## src/esal_cfg.svh

```systemverilog
`ifndef ESAL_CFG_SVH
`define ESAL_CFG_SVH
// Byte addresses of the registers on the APB side.
`define ESAL_OFF_STATUS 12'h040
`define ESAL_OFF_CTRL 12'h100
`define ESAL_OFF_SLEEP 12'h104
`define ESAL_OFF_SMASK 12'h108
`define ESAL_OFF_IRQ_STAT 12'h10C
`define ESAL_OFF_IRQ_MASK 12'h110
// Field positions.
`define ESAL_BIT_ZONE1 0
`define ESAL_BIT_ZONE2 1
`define ESAL_BIT_ZONE3 2
`define ESAL_BIT_ZONE4 3
`define ESAL_BIT_REG_HOT 4
`define ESAL_STATUS_USED 8'h1F
`define ESAL_CTRL_ALERT_EN 0
`define ESAL_CTRL_ASF 1
`define ESAL_CTRL_SUMMARY 8
`define ESAL_IRQ_SET 0
`define ESAL_IRQ_CLR 1
// Reset values.
`define ESAL_RST_STATUS 8'h00
`define ESAL_RST_CTRL 2'h0
`define ESAL_RST_SMASK 2'h0
`define ESAL_RST_IRQ 2'h0
`endif

```

## src/esal_pkg.sv

```systemverilog
package esal_pkg;
  typedef enum logic [1:0] {
    ESAL_S0 = 2'h0,
    ESAL_S3 = 2'h1,
    ESAL_S45 = 2'h3
  } esal_sleep_t;
  typedef struct packed {
    logic zone1_temp_fault;
    logic zone2_temp_fault;
    logic zone3_temp_fault;
    logic zone4_temp_fault;
    logic regulator_hot_input;
  } esal_events_t;
endpackage : esal_pkg

```

## src/esal_top.sv

```systemverilog
`timescale 1ns/1ps
`include "esal_cfg.svh"
// How it works
// - An unmasked event sets its status bit.
// - Summary flag is set while any status bit is set.
// - Alert output follows the summary flag when alert is enabled.
// - Processor-hot fixed-threshold bits never touch summary or alert.
// - Status bits stay set after the condition goes away.
// - Clear is refused while the condition persists and is unmasked.
// - Masked events may be cleared even while still present.
// - In ASF mode a status read clears, as does writing one.
// - Otherwise reads leave bits alone; only writing one clears.
// - Software writes the sleep state; listed events are masked then.
// - Optional masking applies only when the sleep mask bit selects it.
// - Bit 0 flags zone 1; optionally maskable in S3 and S4/5.
// - Bit 1 flags zone 2; optionally maskable in S3 and S4/5.
// - Bit 2 flags zone 3; never masked.
// - Bit 3 flags zone 4; never masked.
// - Bit 4 flags regulator hot; always masked in S3 and S4/5.
// - Zones 1,2 are processors; zone 3 die; zone 4 external digital.
module esal_top
  import esal_pkg::*;
(
  input wire logic CLK_IN,
  input wire logic RST_IN,
  input wire logic [11:0] PADDR_IN,
  input wire logic PSEL_IN,
  input wire logic PENABLE_IN,
  input wire logic PWRITE_IN,
  input wire logic [31:0] PWDATA_IN,
  input wire logic [3:0] PSTRB_IN,
  output logic [31:0] PRDATA_OUT,
  output logic PREADY_OUT,
  output logic PSLVERR_OUT,
  input wire esal_events_t EVENTS_IN,
  output logic ALERT_OUT,
  output logic IRQ_OUT
);

  // ---------------------------------------------------------------
  // Bus decode
  // ---------------------------------------------------------------
  logic acc;
  logic wr;
  logic rd;
  logic hit;
  assign acc = PSEL_IN & PENABLE_IN;
  assign wr = acc & PWRITE_IN & PSTRB_IN[0];
  assign rd = acc & ~PWRITE_IN;
  always_comb begin
    case (PADDR_IN)
      `ESAL_OFF_STATUS,
      `ESAL_OFF_CTRL,
      `ESAL_OFF_SLEEP,
      `ESAL_OFF_SMASK,
      `ESAL_OFF_IRQ_STAT,
      `ESAL_OFF_IRQ_MASK: hit = 1'b1;
      default: hit = 1'b0;
    endcase
  end
  assign PREADY_OUT = 1'b1;
  assign PSLVERR_OUT = acc & ~hit;

  // ---------------------------------------------------------------
  // Control, sleep state and sleep masks
  // ---------------------------------------------------------------
  logic [1:0] ctrl;
  esal_sleep_t sleep_state;
  logic [1:0] sleep_opt_mask;
  always_ff @(posedge CLK_IN) begin
    if (RST_IN) begin
      ctrl <= `ESAL_RST_CTRL;
      sleep_state <= ESAL_S0;
      sleep_opt_mask <= `ESAL_RST_SMASK;
    end else if (wr) begin
      if (PADDR_IN == `ESAL_OFF_CTRL) begin
        ctrl <= PWDATA_IN[1:0];
      end
      if (PADDR_IN == `ESAL_OFF_SLEEP) begin
        case (PWDATA_IN[1:0])
          2'h1: sleep_state <= ESAL_S3;
          2'h3: sleep_state <= ESAL_S45;
          default: sleep_state <= ESAL_S0;
        endcase
      end
      if (PADDR_IN == `ESAL_OFF_SMASK) begin
        sleep_opt_mask <= PWDATA_IN[1:0];
      end
    end
  end

  // ---------------------------------------------------------------
  // Event masking
  // ---------------------------------------------------------------
  // Zones 1 and 2 are processor 1 and 2 temperatures, zone 3 the die and
  // zone 4 the external digital sensor; the caller routes them so.
  logic asleep;
  logic [4:0] cond;
  logic [4:0] masked;
  assign asleep = (sleep_state != ESAL_S0);
  assign cond = {EVENTS_IN.regulator_hot_input, EVENTS_IN.zone4_temp_fault,
                 EVENTS_IN.zone3_temp_fault, EVENTS_IN.zone2_temp_fault,
                 EVENTS_IN.zone1_temp_fault};
  assign masked[`ESAL_BIT_ZONE1] = asleep & sleep_opt_mask[0];
  assign masked[`ESAL_BIT_ZONE2] = asleep & sleep_opt_mask[1];
  assign masked[`ESAL_BIT_ZONE3] = 1'b0;
  assign masked[`ESAL_BIT_ZONE4] = 1'b0;
  assign masked[`ESAL_BIT_REG_HOT] = asleep;

  // ---------------------------------------------------------------
  // Sticky status
  // ---------------------------------------------------------------
  logic [4:0] status;
  logic [4:0] set_vec;
  logic [4:0] clr_req;
  logic [4:0] next_status;
  assign set_vec = cond & ~masked;
  always_comb begin
    clr_req = 5'h00;
    if (PADDR_IN == `ESAL_OFF_STATUS) begin
      if (wr) begin
        clr_req = PWDATA_IN[4:0];
      end else if (rd && ctrl[`ESAL_CTRL_ASF]) begin
        clr_req = 5'h1F;
      end
    end
    // A clear only sticks where the condition is gone or masked; the set
    // term wins over the clear in the same cycle.
    next_status = (status & ~clr_req) | set_vec;
  end
  always_ff @(posedge CLK_IN) begin
    if (RST_IN) begin
      status <= 5'(`ESAL_RST_STATUS);
    end else begin
      status <= next_status;
    end
  end

  // ---------------------------------------------------------------
  // Summary and alert
  // ---------------------------------------------------------------
  // This status group holds no processor-hot threshold bits.
  logic summary;
  assign summary = |status;
  always_ff @(posedge CLK_IN) begin
    if (RST_IN) begin
      ALERT_OUT <= 1'b0;
    end else begin
      ALERT_OUT <= ctrl[`ESAL_CTRL_ALERT_EN] & |next_status;
    end
  end

  // ---------------------------------------------------------------
  // Interrupts
  // ---------------------------------------------------------------
  logic [1:0] irq_stat;
  logic [1:0] irq_mask;
  logic summary_d;
  logic [1:0] irq_ev;
  assign irq_ev = {summary_d & ~summary, summary & ~summary_d};
  always_ff @(posedge CLK_IN) begin
    if (RST_IN) begin
      summary_d <= 1'b0;
      irq_stat <= `ESAL_RST_IRQ;
      irq_mask <= `ESAL_RST_IRQ;
    end else begin
      summary_d <= summary;
      if (wr && PADDR_IN == `ESAL_OFF_IRQ_STAT) begin
        irq_stat <= (irq_stat & ~PWDATA_IN[1:0]) | irq_ev;
      end else begin
        irq_stat <= irq_stat | irq_ev;
      end
      if (wr && PADDR_IN == `ESAL_OFF_IRQ_MASK) begin
        irq_mask <= PWDATA_IN[1:0];
      end
    end
  end
  assign IRQ_OUT = |(irq_stat & irq_mask);

  // ---------------------------------------------------------------
  // Read data
  // ---------------------------------------------------------------
  logic [31:0] next_rdata;
  always_comb begin
    next_rdata = 32'h0000_0000;
    case (PADDR_IN)
      `ESAL_OFF_STATUS: next_rdata = {27'h0, status};
      `ESAL_OFF_CTRL: next_rdata = {23'h0, summary, 6'h0, ctrl};
      `ESAL_OFF_SLEEP: next_rdata = {30'h0, sleep_state};
      `ESAL_OFF_SMASK: next_rdata = {30'h0, sleep_opt_mask};
      `ESAL_OFF_IRQ_STAT: next_rdata = {30'h0, irq_stat};
      `ESAL_OFF_IRQ_MASK: next_rdata = {30'h0, irq_mask};
      default: next_rdata = 32'h0000_0000;
    endcase
  end
  // Read data is registered in the setup cycle so it is stable in access.
  always_ff @(posedge CLK_IN) begin
    if (RST_IN) begin
      PRDATA_OUT <= 32'h0000_0000;
    end else if (PSEL_IN && !PENABLE_IN && !PWRITE_IN) begin
      PRDATA_OUT <= next_rdata;
    end
  end

endmodule : esal_top

```

## config.mk

```make
export PLATFORM = sky130hd
export DESIGN_NAME = esal_top
export DESIGN_NICKNAME = d
export VERILOG_FILES = /design/src/esal_pkg.sv /design/src/esal_top.sv
export VERILOG_INCLUDE_DIRS = /design/src /design/src/src
export SDC_FILE = /design/constraint.sdc
export NUM_CORES = 1
export LEC_CHECK = 0
export BUFFER_PORTS_ARGS = -buffer_cell sky130_fd_sc_hd__buf_2
export CORE_ASPECT_RATIO = 2
export CORE_MARGIN = 3
export CORE_UTILIZATION = 37
export DETAILED_ROUTE_END_ITERATION = 6
export MAX_ROUTING_LAYER = met4
export PLACE_DENSITY = 0.75
export SETUP_SLACK_MARGIN = 0.3
export SYNTH_ARGS = -nofsm -noshare
export SYNTH_HDL_FRONTEND = slang
export SYNTH_SLANG_ARGS = --single-unit
```

## constraint.sdc

```tcl
create_clock -name CLK_IN -period 2.02 [get_ports CLK_IN]
set_input_delay 0.404 -clock CLK_IN [delete_from_list [all_inputs] [get_ports CLK_IN]]
set_output_delay 0.404 -clock CLK_IN [all_outputs]
set_load 0.05 [all_outputs]
```

### Word level (Yosys, flattened, before mapping)

Index checks and enable logic that the tools add are counted.

| word-level totals | value |
|---|---|
| register bits | 49 |
| bits of input ports | 58 |
| output and inout port bits | 36 |
| word-level logic and storage cells | 63 |

| operators by class | value |
|---|---|
| equality and inequality tests | 8 |
| muxes and demuxes | 7 |
| bitwise operators | 24 |
| reductions and logical operators | 15 |

Operators with widths:

| kind | count |
|---|---|
| $eq A12 B9 Y1 const B | 5 |
| $pmux W9 S6 | 1 |
| $mux W5 | 3 |
| $eq A12 B7 Y1 const B | 1 |
| $and A1 B1 Y1 | 10 |
| $and A5 B5 Y5 | 2 |
| $not A5 Y5 | 2 |
| $reduce_or A5 Y1 | 2 |
| $reduce_and A2 Y1 | 3 |
| $reduce_or A6 Y1 | 1 |
| $logic_and A1 B1 Y1 | 5 |
| $or A5 B5 Y5 | 1 |
| $and A2 B2 Y2 | 2 |
| $not A1 Y1 | 4 |
| $or A2 B2 Y2 | 2 |
| $pmux W2 S2 | 1 |
| $eq A2 B1 Y1 const B | 1 |
| $eq A2 B2 Y1 const B | 1 |
| $logic_not A1 Y1 | 2 |
| $mux W2 | 1 |
| $not A2 Y2 | 1 |
| $reduce_bool A2 Y1 | 1 |
| $reduce_or A2 Y1 | 1 |
| $mux W1 | 1 |

### Longest topological paths before layout

Gate-level depths: netlist (run 1).

| logic depth | value |
|---|---|
| depth after elaboration | 11 |
| mapped depth | 6 |
| mapped depth without buffers | 5 |

### Worst setup path before layout (run 1)

OpenSTA, ideal clock, no wires.

| timing path | value |
|---|---|
| kind | input to output |
| from | in PADDR_IN[1] |
| to | out PSLVERR_OUT |
| data arrival time | 1.685 ns |
| path slack | -0.069 ns |
| stages | 5 |
| buffers on the path | 1 |
| cell sequence | or3_1 > clkbuf_1 > nor3_1 > nor2_1 > o31a_2 |

| between the ends | value |
|---|---|
| longest elaborated chain between the ends | 5 |
| elaborated cells between the ends (all ways) | 10 |
| those cells by class | 6 x eq/ne; 1 x mux; 2 x bitwise; 1 x reduce/logical |

Ends and longest elaborated chain:

| item | line | source |
|---|---|---|
| start, declared | esal_top.sv:26 | `input wire logic [11:0] PADDR_IN,` |
| $eq A12 B9 Y1 / $eq A12 B7 Y1 (equally long branches) | esal_top.sv:51 | `case (PADDR_IN)` |
| $reduce_or A6 Y1 * | esal_top.sv:51 |  |
| $mux W1 * | esal_top.sv:51 |  |
| $not A1 Y1 * | esal_top.sv:62 | `assign PSLVERR_OUT = acc & ~hit;` |
| $and A1 B1 Y1 * | esal_top.sv:62 |  |
| end, declared | esal_top.sv:34 | `output logic PSLVERR_OUT,` |

Every way passes the cells marked *; elsewhere a longest branch is shown, timed or not.

### Worst setup path in the final report (run 1)

| timing path | value |
|---|---|
| from | in PADDR_IN[7] |
| to | out PSLVERR_OUT |

The elaborated chain is that of the path after synthesis.

==> results of run 1 <==
-- metal layers --
metal	vias to the layer above	wire length, um
met5	-	0
met4	0	95
met3	8	210
met2	56	2100
met1	666	1270
li1	671	-
-- cell families after synthesis --
logic type      Yosys count  synth area share (%)
flops                    23                  32.8
compound gates           33                  16.6
mux                      12                  8.74
buf+inv                  31                  15.5
other cells               2                 0.535
simple gates             65                  25.8
-- layout by cell type, fill, tap and decap left out, types with 3 or more instances in the layout --
cell type	netlist	routed
dfxtp_1	23	23
buf_4	27	20
o21ai_0	5	5
a221oi_2	1	4
conb_1	2	27
buf_2	0	33
nor2_1	25	24
mux2i_1	10	10
clkbuf_8	0	3
a22oi_1	3	3
nand4_1	3	3
a22o_1	3	3
nand2_1	6	6
nand2b_1	3	3
nand3_1	7	5
o211ai_1	3	3
buf_6	0	4
a21oi_1	9	7
-- Yosys cell counts, drive strengths merged, types with 4 or more instances --
library cell / count / area (sq um)
mux2i: 10 / 100
nor3: 4 / 20.0
nand3: 7 / 35.0
buf: 27 / 203
a221oi: 4 / 41.3
nand2: 6 / 22.5
nor2: 25 / 93.8
dfxtp: 23 / 460
o21ai: 5 / 25.0
a21oi: 9 / 45.0
-- worst max-delay path, delay by kind of cell --
family	cells	cell delay [ps]
simple gates	2	790
compound gates	2	220
buf+inv	2	240
-- stage by stage --
| stage | utilization (%) | hold slack (ps) | setup WS [ps] | area (sq um) | TNS, ps |
|---|---|---|---|---|---|
| final | 52.3 | 355 | -41.4 | 1910 | -41.4 |
| after detailed placement | 46.7 | 444 | -260 | 1700 | -835 |
| after global placement | 46.7 | 438 | -250 | 1700 | -673 |
| after CTS | 51.1 | 355 | -60.2 | 1860 | -60.5 |
| after global routing | 52.3 | 391 | -60.0 | 1910 | -60.0 |
| after floorplan | - | 441 | 52.2 | 1560 | 0 |
-- timing repair --
action	CTS	global route
pin swaps	17	15
setup endpoints to repair	10	20
setup buffers	5	0
hold buffers	0	0
gates resized for setup	15	7
-- power by group --
group          total (mW)  internal [mW]  switching, mW
combinational       0.269         0.0724          0.197
sequential          0.479          0.467         0.0126
clock               0.280          0.137          0.143
-- path summary, 6_finish.rpt --
path | slack [ps] | to
worst max-delay path | -40 | PSLVERR_OUT
worst min-delay path | 360 | status[3]$_SDFF_PP0_
worst max register to register | 420 | irq_stat[0]$_SDFF_PP0_
worst min register to register | 450 | PRDATA_OUT[4]$_SDFFE_PP0P_
-- final cells by class --
type                    count  share of cell area, %
well taps                  49                   3.22
inverters                   1                  0.197
multi-input cells         137                   50.3
flip-flops and latches     23                   24.2
clock inverters             1                  0.263
repair buffers             58                   19.7
clock buffers               3                   2.17
-- sequential cells by signal (all words and copies together), names as in the netlist --
| signal | count |
|---|---|
| PRDATA_OUT | 6 |
| irq_mask | 2 |
| irq_stat | 2 |
| ctrl | 2 |
| sleep_opt_mask | 2 |
| sleep_state | 2 |
| ALERT_OUT | 1 |
| summary_d | 1 |
| status | 5 |
==> results.py, run 1 <==
metrics = {
    "status": {
        "status": "finished, violations left",
        "violations": "negative setup slack",
    },
    "route": {
        "drt_iter0_drc": 49,
        "detail_route.first_pass.iterations": 4,
        "vias_per_cell": 5.15,
        "wl_um": 3670,
        "vias": 1401,
        "wl_per_cell_um": 13.5,
        "antenna_left": 0,
        "drc_errors": 0,
    },
    "die": {
        "core_area_sq_mm": 0.00365,
        "initial_core_util_pct": 38.5,
        "rows": 31,
        "fp.dieW_um": 49.5,
        "die_area_sq_mm": 0.00461,
        "die_height_um": 93.1,
        "io_pins": 94,
    },
    "layout": {
        "fillers": 361,
        "syn_to_final_growth_pct": 35.9,
        "n_antenna_cell": 0,
        "post_route_cells_drive_above_1_share_pct": 39.9,
        "fin_cells": 272,
        "nNetsFinal": 282,
        "regArea_sq_um": 460,
        "multi_input_area_sq_um": 958,
    },
    "sta": {
        "finalHoldViolations": 0,
        "tightest_slew_ps": 510,
        "max-slew-margin-rel_pct": 65.9,
        "rsz0062_at_grt": "yes",
        "fin_skew_ps": 8.93,
        "worst_slack_ps": -41.4,
        "setup-violations-final": 1,
        "slew_viol_final": 0,
        "fin_crit_sh_pct": 102,
        "max_freq_ghz": 0.485,
        "period_minus_slack_ps": 2060,
    },
    "global_route": {
        "grt.met1_usage_pct": 15.3,
        "antenna_found_initial": 0,
        "grt_usage_pct": 16.2,
        "grt_pass1_vias": 1336,
        "met2_usage_pct": 31.3,
        "grt-ovfl-total": 0,
        "met3_usage_pct": 1.44,
        "grt_max_degree": 24,
        "gr-max-usage-layer": "met2",
        "grt_pass1_wl_um": 5780,
    },
    "synth": {
        "ys_seq_elements": 23,
        "synth_flop_cell": "dfxtp_1",
        "yosysSeqAreaShare_pct": 32.8,
        "synthDistinctLibCells": 40,
        "ys_async_sr_fraction_pct": 0,
        "synth-edff-count": 0,
        "synth_cells": 166,
        "yosys_warnings": 0,
        "synth_area_sq_mm": 0.00140,
        "syn_avg_cell_area_sq_um": 8.45,
    },
    "critical_path": {
        "slowest_stage": "or4_4",
        "path_cells": "buf_6 -> or4_4 -> nor3b_4 -> a221oi_2 -> o31a_4 -> buf_8",
        "crit_fanout": 3,
        "rr_worst_depth": 5,
        "startpoint_type": "input pin",
        "rr_startpoint": "status[0]$_SDFF_PP0_",
        "end_kind": "output port",
        "crit_type": "in -> out",
        "crit_start": "PADDR_IN[7]",
        "max_stage_delay_ps": 560,
        "arrival_ps": 1660,
        "required_ps": 1620,
    },
    "clock_network": {
        "clkLatencyLatePin_ps": 260,
        "h-tree-depth": 1,
        "clock-sinks": 23,
        "cts_tree": "yes",
        "clk_path_buf_depth": 2,
        "cts_inserted_buffers": 3,
        "path_clk_slew_ps": 80,
        "clockRootBuffer": "clkbuf_8",
    },
    "worst_hold_path": {
        "hold_start": "EVENTS_IN[1]",
        "worstHoldPathType": "in -> reg",
        "hold_depth": 3,
    },
    "power_and_ir_drop": {
        "ir_worst_vdd_v": 0.000388,
        "p_total_mw": 1.03,
        "p_leak_nw": 0.859,
        "power_density_mw_per_mm2": 540,
    },
    "run": {
        "drv_cap": 0,
    },
    "placed_design": {
        "gp_congestion": 0.878,
        "dpl.hpwl_um": 2920,
        "dp_cells": 263,
        "io_buffers": 36,
    },
}
(Power assumes the default switching activity.)
==> inputs of run 2 (changes only) <==
--- a/config.mk
+++ b/config.mk
@@ -6,13 +6,14 @@
 export SDC_FILE = /design/constraint.sdc
 export NUM_CORES = 1
 export LEC_CHECK = 0
+export ABC_AREA = 1
 export BUFFER_PORTS_ARGS = -buffer_cell sky130_fd_sc_hd__buf_2
 export CORE_ASPECT_RATIO = 2
 export CORE_MARGIN = 3
-export CORE_UTILIZATION = 37
+export CORE_UTILIZATION = 39
 export DETAILED_ROUTE_END_ITERATION = 6
 export MAX_ROUTING_LAYER = met4
-export PLACE_DENSITY = 0.75
+export PLACE_DENSITY = 0.77
 export SETUP_SLACK_MARGIN = 0.3
 export SYNTH_ARGS = -nofsm -noshare
 export SYNTH_HDL_FRONTEND = slang
==> run 2 against run 1 <==
  * The flow now finishes without violations
  * Hold slack gained 14 ps
  * Area after synthesis grew 8.9%
  * Clock power up 2%
  * Global-route usage grew 1.3 points
  * Setup slack gained 300 ps
  * Final cell count is 20% higher
  * Critical path type unchanged
  * Critical endpoint unchanged
  * Largest cell class unchanged
  * Largest power group unchanged
==> results.py, run 2 <==
metrics = {
    "status": {
        "status": "finished clean",
    },
    "die": {
        "rows": 31,
        "initial_core_util_pct": 41.5,
        "die_area_sq_mm": 0.00475,
        "core_area_sq_mm": 0.00368,
        "io_pins": 94,
        "die_height_um": 94.5,
        "fp.dieW_um": 50.3,
    },
    "synth": {
        "ys_top_cells_by_area": "dfxtp_1 30%, buf_4 13%, nor2_1 8.1%, inv_1 7.1%, nand2_1 6.9%",
        "synth_cells": 232,
        "synth_area_sq_mm": 0.00153,
        "synth_compound_area_share_pct": 14.1,
        "synth-edff-count": 0,
        "yosysSeqAreaShare_pct": 30.1,
        "synth_adder_area_share_pct": 0,
        "yosys_warnings": 0,
        "synth_top_family_by_area": "simple AND/OR/NAND/NOR gates",
        "post-synth-top-count-cell": "nor2_1",
        "syn_avg_cell_area_sq_um": 6.58,
        "yosys.area.top_type": "dfxtp_1",
        "synthXorXnorAreaFrac_pct": 0,
        "yosys.area_share.simple_pct": 31.3,
        "ys_seq_elements": 23,
        "synth_top_area_share_pct": 30.1,
        "synth_flop_cell": "dfxtp_1",
        "ys_async_sr_fraction_pct": 0,
        "synthDistinctLibCells": 27,
        "synth_common_cells": "33 x nor2_1, 29 x inv_1, 28 x nand2_1",
        "synth_mux_area_share_pct": 0,
    },
    "critical_path": {
        "crit_start": "PADDR_IN[4]",
        "path_cells": "buf_2 -> inv_2 -> nand2_1 -> nor3_1 -> nand3_2 -> nand3_1 -> nor2_2 -> buf_6",
        "crit_type": "in -> out",
        "arrival_ps": 1360,
        "max_stage_delay_ps": 210,
        "crit_fanout": 3,
        "required_ps": 1620,
        "rr_startpoint": "ctrl[1]$_SDFFE_PP0P_",
        "crit_buf_inv": 3,
        "slowest_stage": "nor3_1",
        "startpoint_type": "input pin",
        "crit_family": "simple AND/OR/NAND/NOR gates",
        "end_kind": "output port",
    },
    "route": {
        "vias": 1555,
        "vias_per_cell": 4.76,
        "wl_um": 4030,
        "drt_iter0_drc": 42,
        "drc_errors": 0,
        "wl_per_cell_um": 12.3,
        "antenna_left": 0,
        "detail_route.first_pass.iterations": 6,
    },
    "sta": {
        "rsz0062_at_grt": "yes",
        "period_minus_slack_ps": 1770,
        "max_freq_ghz": 0.566,
        "slew_viol_final": 0,
        "fin_setup_tns_ps": 0,
        "max-slew-margin-rel_pct": 61.5,
        "fin_crit_sh_pct": 87.4,
        "holdWs_ps": 369,
        "fin_skew_ps": 1.27,
        "setup-violations-final": 0,
        "finalHoldViolations": 0,
        "tightest_slew_ps": 572,
    },
    "placed_design": {
        "dpl_cell_area_sq_mm": 0.00166,
        "dpl.hpwl_um": 3060,
        "dp_cells": 314,
        "gp_congestion": 0.856,
        "io_buffers": 36,
    },
    "power_and_ir_drop": {
        "ir_worst_vdd_v": 0.000449,
        "power.share.switching_pct": 36.0,
        "p_int_uw": 681,
        "power_density_mw_per_mm2": 553,
        "p_leak_nw": 0.878,
        "combPwrFrac_pct": 28.2,
        "p_clk_share_pct": 26.9,
        "p_seq_share_pct": 45.0,
        "switchingPower_uw": 384,
    },
    "layout": {
        "reg.largest.list": "PRDATA_OUT (6), status (5)",
        "syn_to_final_growth_pct": 26.1,
        "final_common_cell": "buf_2",
        "fillers": 372,
        "post_route_cells_drive_above_1_share_pct": 32.0,
        "nNetsFinal": 337,
        "fin_cells": 327,
        "stdcell_area_sq_mm": 0.00193,
        "n_antenna_cell": 0,
        "largest_reg_flops": 6,
        "layout_common_cells": "30 x buf_2, 29 x nor2_1, 27 x inv_1, 27 x conb_1, 24 x nand2_1",
        "regMostFlops": "PRDATA_OUT",
    },
    "clock_network": {
        "path_clk_slew_ps": 80,
        "cts_tree": "yes",
        "clkLatencyLatePin_ps": 270,
        "h-tree-depth": 1,
        "cts_inserted_buffers": 3,
        "postCtsHoldBufs": 0,
        "clk_path_buf_depth": 2,
        "clockRootBuffer": "clkbuf_8",
        "clock-sinks": 23,
    },
    "global_route": {
        "grt_pass1_vias": 1462,
        "grt_pass1_wl_um": 6080,
        "met3_usage_pct": 1.42,
        "grt.met1_usage_pct": 14.8,
        "grt_max_degree": 14,
        "met2_usage_pct": 35.2,
        "grt-ovfl-total": 0,
        "antenna_found_initial": 0,
        "grt_usage_pct": 17.4,
        "gr-max-usage-layer": "met2",
    },
    "worst_hold_path": {
        "worstHoldPathType": "in -> reg",
        "hold_start": "EVENTS_IN[2]",
    },
    "run": {
        "drv_cap": 0,
    },
}
run 2: worst min-delay path, cell delays in order:
cell and delay, ps:
buf_2 80, nor2_1 50, nor2_1 70
run 2: area by class of cell:
class | instances | area [sq um] | area share [%]
sequential | 23 | 460 | 23.9
multi-input combinational | 164 | 906 | 47.0
tap | 49 | 61.3 | 3.18
inverter | 41 | 161 | 8.38
timing repair buffer | 46 | 293 | 15.2
clock buffer | 4 | 45.0 | 2.34
run 2: path summary, 6_finish.rpt:
path | to | slack [ps] | cells after the start
worst max-delay path | PSLVERR_OUT | 250 | 8
worst max register to register | ALERT_OUT$_SDFF_PP0_ | 670 | 11
worst min register to register | sleep_state[1]$_SDFFE_PP0P_ | 470 | 2
worst min-delay path | status[2]$_SDFF_PP0_ | 370 | 3
run 2: kinds of logic after synthesis:
| kind of cell | Yosys count |
|---|---|
| simple gates | 97 |
| buf+inv | 70 |
| compound gates | 40 |
| flops | 23 |
| other cells | 2 |
run 2: per-stage QoR:
| stage | total power, mW | utilization (%) | setup slack, ps |
|---|---|---|---|
| floorplan | 0.733 | - | 354 |
| global placement | 0.748 | 45.1 | 119 |
| detailed placement | 0.750 | 45.1 | 117 |
| CTS | 1.06 | 50.2 | 305 |
| global route | 1.11 | 52.3 | 203 |
| finish | 1.06 | 52.3 | 254 |
run 2: per-layer routing:
metal / wire length, um / part of all wire [%]
met4: 143 / 3.6
met3: 189 / 4.7
met5: 0 / 0
met2: 2350 / 58
met1: 1340 / 33
run 2: power by group through the flow:
stage               Clock [mW]  Sequential (mW)  Combinational [mW]
floorplan                    0            0.504               0.230
global placement             0            0.489               0.258
detailed placement           0            0.489               0.261
CTS                      0.295            0.479               0.282
global route             0.314            0.481               0.320
finish                   0.286            0.479               0.300
run 2: what timing repair did:
item                                   4_1_cts  5_1_grt
buffers inserted                             5        4
setup endpoints to repair                    1        1
endpoints found under the hold margin        0        0
gates resized for setup                     25       12
pin swaps                                   10        8
gates cloned                                 0        0
